==> src/pwrdn_params.svh <==
`ifndef PWRDN_PARAMS_SVH
`define PWRDN_PARAMS_SVH
// Reference clock in kHz (10 MHz)
`define CLK_KHZ          10000
// Line counts
`define NUM_TX           5
`define NUM_RX           3
// Inactivity interval, seconds
`define IDLE_TIME_S      30
`define IDLE_CYCLES      (`IDLE_TIME_S * `CLK_KHZ * 1000)
// Wake-up delay, microseconds (longest: round down)
`define WAKE_TIME_US     25
`define WAKE_CYCLES      ((`WAKE_TIME_US * `CLK_KHZ) / 1000)
// Status-low delay, microseconds (least: round up)
`define INVL_TIME_US     60
`define INVL_CYCLES      ((`INVL_TIME_US * `CLK_KHZ + 999) / 1000)
// Status-high delay, microseconds
`define INVH_TIME_US     1
`define INVH_CYCLES      ((`INVH_TIME_US * `CLK_KHZ) / 1000)
// Counter widths
`define IDLE_W           29
`define SHORT_W          16
`endif

==> src/pwrdn_pkg.sv <==
package pwrdn_pkg;
   typedef enum logic [1:0] {
      PWR_ACTIVE,
      PWR_WAKING,
      PWR_AUTO_DOWN,
      PWR_MANUAL_DOWN
   } pwr_state_t;
endpackage

==> src/serial_line_powerdown_control.sv <==
// Operation
// - Low shutdown_n forces powerdown, overriding stay_awake.
// - Any powerdown stops the charge pump and floats all transmitters.
// - Manual powerdown also floats the inverting receiver outputs.
// - High stay_awake disables inactivity powerdown; only shutdown_n stops it.
// - Automatic powerdown armed only with stay_awake low and shutdown_n high.
// - Thirty seconds without any line edge powers the device down.
// - Any transmitter or receiver input edge leaves automatic powerdown.
// - After automatic powerdown the timer stays expired until stay_awake rises or edge.
// - Manual powerdown ends on both controls high, or on an edge with shutdown_n high.
// - Falling stay_awake restarts the thirty second interval.
// - Transmission resumes within 25 us of leaving powerdown.
// - lines_valid falls after invalid levels persist on all receivers past delay.
// - lines_valid rises about 1 us after any receiver shows valid level.
// - lines_valid never affects power state and works in every mode.
// - lines_valid on shutdown_n only: stays down after valid until an edge.
// - Inverting receivers stay active in automatic powerdown.
// - Monitor receiver output is always active.
// - An edge is a threshold crossing on a transmitter or receiver input.
`timescale 1ns/1ps
`default_nettype none
`include "pwrdn_params.svh"
module serial_line_powerdown_control #(
   parameter int IDLE_CYCLES = `IDLE_CYCLES,
   parameter int INVL_CYCLES = `INVL_CYCLES
) (
   // Clock and reset
   input  wire logic                    CLOCK_I,
   input  wire logic                    RSTN_I,
   // Control pins
   input  wire logic                    SHUTDOWN_N_I,
   input  wire logic                    STAY_AWAKE_I,
   // Line inputs after threshold detection
   input  wire logic [`NUM_TX-1:0]      TX_IN_I,
   input  wire logic [`NUM_RX-1:0]      RX_IN_I,
   input  wire logic [`NUM_RX-1:0]      RX_LEVEL_VALID_I,
   input  wire logic                    MONITOR_RX_IN_I,
   // Power and output enables
   output logic                         CHARGE_PUMP_EN_O,
   output logic                         TX_OUT_OE_N_O,
   output logic                         RX_OUT_OE_N_O,
   output logic                         MONITOR_RX_OUT_O,
   output pwrdn_pkg::pwr_state_t        STATE_O,
   // Status
   output logic                         LINES_VALID_O
);
   import pwrdn_pkg::*;

   localparam int WAKE_CYCLES = `WAKE_CYCLES;
   localparam int INVH_CYCLES = `INVH_CYCLES;

   logic [1:0]         ctl_sync;
   logic               line_edge;
   logic [`NUM_RX-1:0] valid_sync;
   logic               mon_sync;

   // Controls idle high in reset, else leaving reset would look like a shutdown
   line_sync #(.W(2), .INIT(2'h3)) u_ctl (
      .clk_i   (CLOCK_I),
      .rstn_i  (RSTN_I),
      .async_i ({STAY_AWAKE_I, SHUTDOWN_N_I}),
      .sync_o  (ctl_sync),
      .edge_o  ()
   );
   line_sync #(.W(`NUM_TX+`NUM_RX)) u_line (
      .clk_i   (CLOCK_I),
      .rstn_i  (RSTN_I),
      .async_i ({TX_IN_I, RX_IN_I}),
      .sync_o  (),
      .edge_o  (line_edge)
   );
   line_sync #(.W(`NUM_RX)) u_valid (
      .clk_i   (CLOCK_I),
      .rstn_i  (RSTN_I),
      .async_i (RX_LEVEL_VALID_I),
      .sync_o  (valid_sync),
      .edge_o  ()
   );
   line_sync #(.W(1)) u_mon (
      .clk_i   (CLOCK_I),
      .rstn_i  (RSTN_I),
      .async_i (MONITOR_RX_IN_I),
      .sync_o  (mon_sync),
      .edge_o  ()
   );

   wire shutdown_n = ctl_sync[0];
   wire stay_awake = ctl_sync[1];
   wire any_valid  = |valid_sync;

   logic stay_last_ff;
   wire  stay_rise = stay_awake & ~stay_last_ff;
   wire  stay_fall = ~stay_awake & stay_last_ff;

   pwr_state_t state_ff;
   pwr_state_t nxt_state;
   logic [`IDLE_W-1:0]  idle_ff;
   logic [`IDLE_W-1:0]  nxt_idle;
   logic [`SHORT_W-1:0] wake_ff;
   logic [`SHORT_W-1:0] inv_ff;
   logic                lines_valid_ff;

   wire armed     = ~stay_awake & shutdown_n;
   wire idle_done = (idle_ff == `IDLE_W'(IDLE_CYCLES - 1));
   wire man_leave = (shutdown_n & stay_awake) | (shutdown_n & line_edge);
   wire wake_done = (wake_ff == `SHORT_W'(WAKE_CYCLES - 1));

   // Idle counter restarts on edges and falling stay_awake
   always_comb begin
      nxt_idle = idle_ff;
      if (line_edge || stay_fall || !armed) begin
         nxt_idle = '0;
      end else if (!idle_done) begin
         nxt_idle = idle_ff + `IDLE_W'(1);
      end
   end

   always_comb begin
      nxt_state = state_ff;
      unique case (state_ff)
         PWR_ACTIVE: begin
            if (!shutdown_n) begin
               nxt_state = PWR_MANUAL_DOWN;
            end else if (armed && idle_done && !line_edge) begin
               nxt_state = PWR_AUTO_DOWN;
            end
         end
         PWR_WAKING: begin
            if (!shutdown_n) begin
               nxt_state = PWR_MANUAL_DOWN;
            end else if (wake_done) begin
               nxt_state = PWR_ACTIVE;
            end
         end
         PWR_AUTO_DOWN: begin
            if (!shutdown_n) begin
               nxt_state = PWR_MANUAL_DOWN;
            end else if (line_edge || stay_rise || stay_awake) begin
               nxt_state = PWR_WAKING;
            end
         end
         PWR_MANUAL_DOWN: begin
            // with stay_awake low, stays down after release until edge
            if (man_leave) begin
               nxt_state = PWR_WAKING;
            end
         end
      endcase
   end

   always_ff @(posedge CLOCK_I or negedge RSTN_I) begin
      if (!RSTN_I) begin
         state_ff     <= PWR_ACTIVE;
         idle_ff      <= '0;
         wake_ff      <= '0;
         stay_last_ff <= 1'b1;
      end else begin
         state_ff     <= nxt_state;
         idle_ff      <= nxt_idle;
         stay_last_ff <= stay_awake;
         wake_ff      <= (state_ff == PWR_WAKING) ? wake_ff + `SHORT_W'(1) : '0;
      end
   end

   // status filter, independent of power state
   always_ff @(posedge CLOCK_I or negedge RSTN_I) begin
      if (!RSTN_I) begin
         inv_ff         <= '0;
         lines_valid_ff <= 1'b0;
      end else if (any_valid != lines_valid_ff) begin
         if ((any_valid && inv_ff >= `SHORT_W'(INVH_CYCLES - 1)) ||
             (!any_valid && inv_ff >= `SHORT_W'(INVL_CYCLES - 1))) begin
            lines_valid_ff <= any_valid;
            inv_ff         <= '0;
         end else begin
            inv_ff <= inv_ff + `SHORT_W'(1);
         end
      end else begin
         inv_ff <= '0;
      end
   end

   wire powered = (state_ff == PWR_ACTIVE);
   // pump and transmitters off when down
   assign CHARGE_PUMP_EN_O = (state_ff == PWR_ACTIVE) || (state_ff == PWR_WAKING);
   assign TX_OUT_OE_N_O    = ~powered;
   // receivers float only in manual powerdown
   assign RX_OUT_OE_N_O    = (state_ff == PWR_MANUAL_DOWN);
   assign MONITOR_RX_OUT_O = mon_sync;
   assign STATE_O          = state_ff;
   assign LINES_VALID_O    = lines_valid_ff;

   // Assertions
   property p_shut_wins;
      @(posedge CLOCK_I) disable iff (!RSTN_I)
      !shutdown_n |=> state_ff == PWR_MANUAL_DOWN;
   endproperty
   a_shut_wins: assert property (p_shut_wins) else $error("shutdown did not win");

   property p_tx_float;
      @(posedge CLOCK_I) disable iff (!RSTN_I)
      (state_ff == PWR_AUTO_DOWN || state_ff == PWR_MANUAL_DOWN) |->
         TX_OUT_OE_N_O && !CHARGE_PUMP_EN_O;
   endproperty
   a_tx_float: assert property (p_tx_float) else $error("tx active in powerdown");

   property p_rx_manual;
      @(posedge CLOCK_I) disable iff (!RSTN_I)
      RX_OUT_OE_N_O |-> state_ff == PWR_MANUAL_DOWN;
   endproperty
   a_rx_manual: assert property (p_rx_manual) else $error("rx floated outside manual");

   property p_no_auto_awake;
      @(posedge CLOCK_I) disable iff (!RSTN_I)
      (state_ff == PWR_ACTIVE && stay_awake && shutdown_n) |=> state_ff == PWR_ACTIVE;
   endproperty
   a_no_auto_awake: assert property (p_no_auto_awake) else $error("auto down while awake");

   property p_edge_wakes;
      @(posedge CLOCK_I) disable iff (!RSTN_I)
      (state_ff == PWR_AUTO_DOWN && line_edge && shutdown_n) |=> state_ff == PWR_WAKING;
   endproperty
   a_edge_wakes: assert property (p_edge_wakes) else $error("edge did not wake");

   property p_wake_time;
      @(posedge CLOCK_I) disable iff (!RSTN_I)
      ($rose(state_ff == PWR_WAKING) && shutdown_n) |-> ##[1:260] !TX_OUT_OE_N_O || !shutdown_n;
   endproperty
   a_wake_time: assert property (p_wake_time) else $error("wake too slow");

   property p_idle_down;
      @(posedge CLOCK_I) disable iff (!RSTN_I)
      (state_ff == PWR_ACTIVE && armed && idle_done && !line_edge) |=> state_ff == PWR_AUTO_DOWN;
   endproperty
   a_idle_down: assert property (p_idle_down) else $error("timeout ignored");

   property p_valid_up;
      @(posedge CLOCK_I) disable iff (!RSTN_I)
      (any_valid && !lines_valid_ff) [*8] ##1 any_valid ##1 any_valid |=> lines_valid_ff;
   endproperty
   a_valid_up: assert property (p_valid_up) else $error("status rise late");

   property p_valid_hold;
      @(posedge CLOCK_I) disable iff (!RSTN_I)
      $fell(lines_valid_ff) |-> !$past(any_valid, 8);
   endproperty
   a_valid_hold: assert property (p_valid_hold) else $error("status fell early");

   c_auto: cover property (@(posedge CLOCK_I) state_ff == PWR_AUTO_DOWN);
   c_manual: cover property (@(posedge CLOCK_I) state_ff == PWR_MANUAL_DOWN);
   c_wake: cover property (@(posedge CLOCK_I) $rose(state_ff == PWR_ACTIVE));
   c_invalid: cover property (@(posedge CLOCK_I) $fell(LINES_VALID_O));
endmodule
`default_nettype wire

==> src/line_sync.sv <==
`timescale 1ns/1ps
`default_nettype none
module line_sync #(
   parameter int           W    = 1,
   parameter logic [W-1:0] INIT = '0
) (
   // Clock and reset
   input  wire logic         clk_i,
   input  wire logic         rstn_i,
   // Lines
   input  wire logic [W-1:0] async_i,
   output logic      [W-1:0] sync_o,
   output logic              edge_o
);
   logic [W-1:0] meta_ff;
   logic [W-1:0] sync_ff;
   logic [W-1:0] last_ff;
   logic         edge_ff;

   // Reset to the idle level so that leaving reset shows no false level or edge
   always_ff @(posedge clk_i or negedge rstn_i) begin
      if (!rstn_i) begin
         meta_ff <= INIT;
         sync_ff <= INIT;
         last_ff <= INIT;
         edge_ff <= 1'b0;
      end else begin
         meta_ff <= async_i;
         sync_ff <= meta_ff;
         last_ff <= sync_ff;
         edge_ff <= |(sync_ff ^ last_ff);
      end
   end

   assign sync_o = sync_ff;
   assign edge_o = edge_ff;
endmodule
`default_nettype wire

==> config.mk <==
export PLATFORM = sky130hd
export DESIGN_NAME = serial_line_powerdown_control
export DESIGN_NICKNAME = d
export VERILOG_FILES = /design/src/pwrdn_pkg.sv /design/src/serial_line_powerdown_control.sv /design/src/line_sync.sv
export VERILOG_INCLUDE_DIRS = /design/src /design/src/src
export SDC_FILE = /design/constraint.sdc
export NUM_CORES = 1
export LEC_CHECK = 0
export ABC_AREA = 1
export BUFFER_PORTS_ARGS = -buffer_cell sky130_fd_sc_hd__buf_2
export CAP_MARGIN = 30
export CORE_ASPECT_RATIO = 0.6
export CORE_MARGIN = 10
export CORE_UTILIZATION = 45
export DETAILED_ROUTE_END_ITERATION = 8
export GPL_TIMING_DRIVEN = 0
export SLEW_MARGIN = 20
export SYNTH_ARGS = -nofsm -noshare
export SYNTH_HDL_FRONTEND = slang
export SYNTH_SLANG_ARGS = --single-unit
==> constraint.sdc <==
create_clock -name CLOCK_I -period 2.7 [get_ports CLOCK_I]
set_clock_uncertainty 0.1 [all_clocks]
set_input_delay 0.405 -clock CLOCK_I [delete_from_list [all_inputs] [get_ports CLOCK_I]]
set_output_delay 0.405 -clock CLOCK_I [all_outputs]
set_load 0.05 [all_outputs]
==> flow_metrics.tcl <==
set metrics [dict create \
    min_path_cells 1 \
    ys.flop_type "dfrtp_1" \
    min_path_type "in2reg" \
    portBuffers 22 \
    post_cts_buffers 0 \
    layout_commonest_cell "dfrtp_1" \
    drt_wl_total_mm 8.66 \
    numCtsBuffers 9 \
    worstPathArrival_ns 1.95 \
    die_h_um 98.5 \
    die_x_um 151 \
    dr.pass1.iters 4 \
    min_to "u_ctl.meta_ff[0]" \
    via_per_inst 4.91 \
    fin_tns_setup_ns 0 \
    detailed_place_hpwl_mm 6.27 \
    num-fill-cells 891 \
    syn_to_final_growth_pct 14.2 \
    rsz0062_at_grt "no" \
    ys_ff_latch 102 \
    required_ns 2.85 \
    cts_resized 0 \
    p_seq_share_pct 48.1 \
    fin_cells 675 \
    cp-end-kind "register" \
    syn_inst 495 \
    gr-total-overflow 0 \
    cp_max_fo 10 \
    max_slew_margin_pct 66.2 \
    yosysWarnings 0 \
    r2r_slack_ns 0.91 \
    tightest_slew_ns 0.503 \
    p_sw_mw 1.04 \
    antenna_found_initial 0 \
    vdd_drop_max_v 0.000448 \
    cts-hold-fix-buffers 1 \
    worst_skew_pair.late_latency_ns 0.35 \
    gp_congestion 0.819 \
    rr_endpoint "idle_ff[8]" \
    core_area_um2 9950 \
    status "complete, no violations" \
    drt_iter0_drc 162 \
    clkTransAtPathRegs_ns 0.08 \
    synth_area_um2 4630 \
    p_per_area_nw_per_um2 648 \
    power_mw 3.42 \
    layout_worst_path_cycle_share_pct 66.5 \
    initial_core_util_pct 46.5 \
    cts_tree "done" \
    final_cell_mix "dfrtp_1 (97), nand2_1 (80), nor2_1 (61)" \
    pwr-share-clk_pct 38.5 \
    die-area_um2 14900 \
    startpoint_type "register" \
    synth_edf_count 0 \
    row_count 28 \
    dpl_cell_area_um2 4960 \
    comb_power_share_pct 13.3 \
    cts-htree-levels 3 \
    final_net_count 557 \
    syn_area_per_cell_um2 9.34 \
    place_worst_setup_slack_ns 0.915 \
    synth_cell_type_count 42 \
    setup_viol 0 \
    max_freq_ghz 0.557 \
    hold_viol 0 \
    hold_ws_ns 0.0489 \
    grt_max_degree 71 \
    vias 3314 \
    ff2ff_path_depth 11 \
    finalCriticalPeriod_ns 1.79 \
    dp_cells 658 \
    cts-root-buf "clkbuf_16" \
    drv_slew 0 \
    grt_pass1_wl_mm 15.1 \
    cts.sinks 102 \
    drive_gt1_share_pct 16.9 \
    async_flop_share_pct 100 \
    cap_viol_max_count 0 \
    antennaDiodeCount 0 \
    route.detailed.drc 0 \
    track_usage_pct 12.4 \
    p_sw_share_pct 30.4 \
    antenna_left 0 \
    reg2reg_from "idle_ff[0]" \
    p_leak_nw 2.34 \
    power.internal_mw 2.38 \
    routedWlPerCell_um 12.8 \
    final_cell_area_um2 5280 \
    cts_buffer_depth 2 \
    criticalPathCategory "reg2reg" \
    seq_area_frac_synth_pct 55.3 \
    grt_pass1_vias 3124 \
    fin_ws_ns 0.906 \
    hp-start "SHUTDOWN_N_I" \
    ios 23 \
    final_core_util_pct 53.1 \
]
[critical path, cell delays in order (launching register included)]
cell     delay, ns
dfrtp_1       0.43
ha_1          0.19
nand2_1       0.09
nor2_4        0.12
nand2_4       0.10
nor2_4        0.14
nand2_2       0.10
buf_6         0.16
nand3_1       0.07
a21oi_1       0.06
o21ai_1       0.08
inv_1         0.05
[flip-flops by register name, summed over array words and instances (netlist names), 2 cells and up]
name / flops
inv_ff: 16
u_valid.sync_o: 3
wake_ff: 16
idle_ff: 29
u_ctl.sync_o: 2
STATE_O: 2
u_line.sync_o: 8
u_valid.meta_ff: 3
u_line.last_ff: 8
u_line.meta_ff: 8
u_ctl.meta_ff: 2
[layer usage]
| metal | vias up | track usage (%) | routed length (um) |
|---|---|---|---|
| met2 | 77 | 16.5 | 3400 |
| met5 | - | 0 | 0 |
| met4 | 0 | 4.42 | 146 |
| met3 | 14 | 3.52 | 437 |
| met1 | 1548 | 18.4 | 4680 |
| li1 | 1675 | - | - |
[cell type report]
type                    instances  area, um2  area share (%)
repair buffers                 24        154            2.91
clock inverters                 7       88.8            1.68
clock buffers                   9        225            4.26
plain buffers                   3       21.3           0.403
flip-flops and latches        102       2560            48.4
multi-input cells             331       1820            34.5
well taps                     135        169            3.20
inverters                      64        241            4.57
[cells in the mapped netlist (6+ instances only)]
library cell,number,area share (%)
xnor2_1,15,2.8
o21ai_0,12,1.3
a21oi_1,23,2.5
nor4_1,6,0.81
nor3_1,19,2.1
inv_1,51,4.1
o21ai_1,7,0.76
nand4_1,9,1.2
xor2_1,12,2.3
nor2_1,61,4.9
ha_1,6,1.6
inv_2,11,0.89
nand2_1,80,6.5
dfrtp_1,97,52
nand3_1,30,3.2
[cell families (layout without fill, tap and decap cells)]
logic type,Yosys count,in the layout,synth area share (%)
buffers and inverters,67,107,5.68
flip-flops,102,102,55.3
AO/OA/AOI/OAI,56,56,7.01
other,1,6,0.0811
AND/OR/NAND/NOR,236,236,25.2
XOR/XNOR,27,27,5.11
adder cells (fa/ha/maj),6,6,1.62
[how the worst max path moves through the flow]
stage	start	end	cells after the start
finish	idle_ff[0]	idle_ff[8]	11
global route	idle_ff[0]	idle_ff[8]	11
CTS	idle_ff[0]	idle_ff[8]	11
detailed placement	idle_ff[0]	idle_ff[8]	11
global placement	RSTN_I	idle_ff[23]	1
floorplan	STATE_O[1]	STATE_O[1]	7
[power by group through the flow]
stage	clock [mW]	sequential, mW	combinational [mW]
6_report	1.32	1.65	0.457
5_1_grt	1.41	1.66	0.505
4_1_cts	1.35	1.65	0.465
3_5_place_dp	0	1.68	0.462
3_3_place_gp	0	1.67	0.449
2_1_floorplan	0	1.73	0.266
Power figures use the tool's default switching activity.
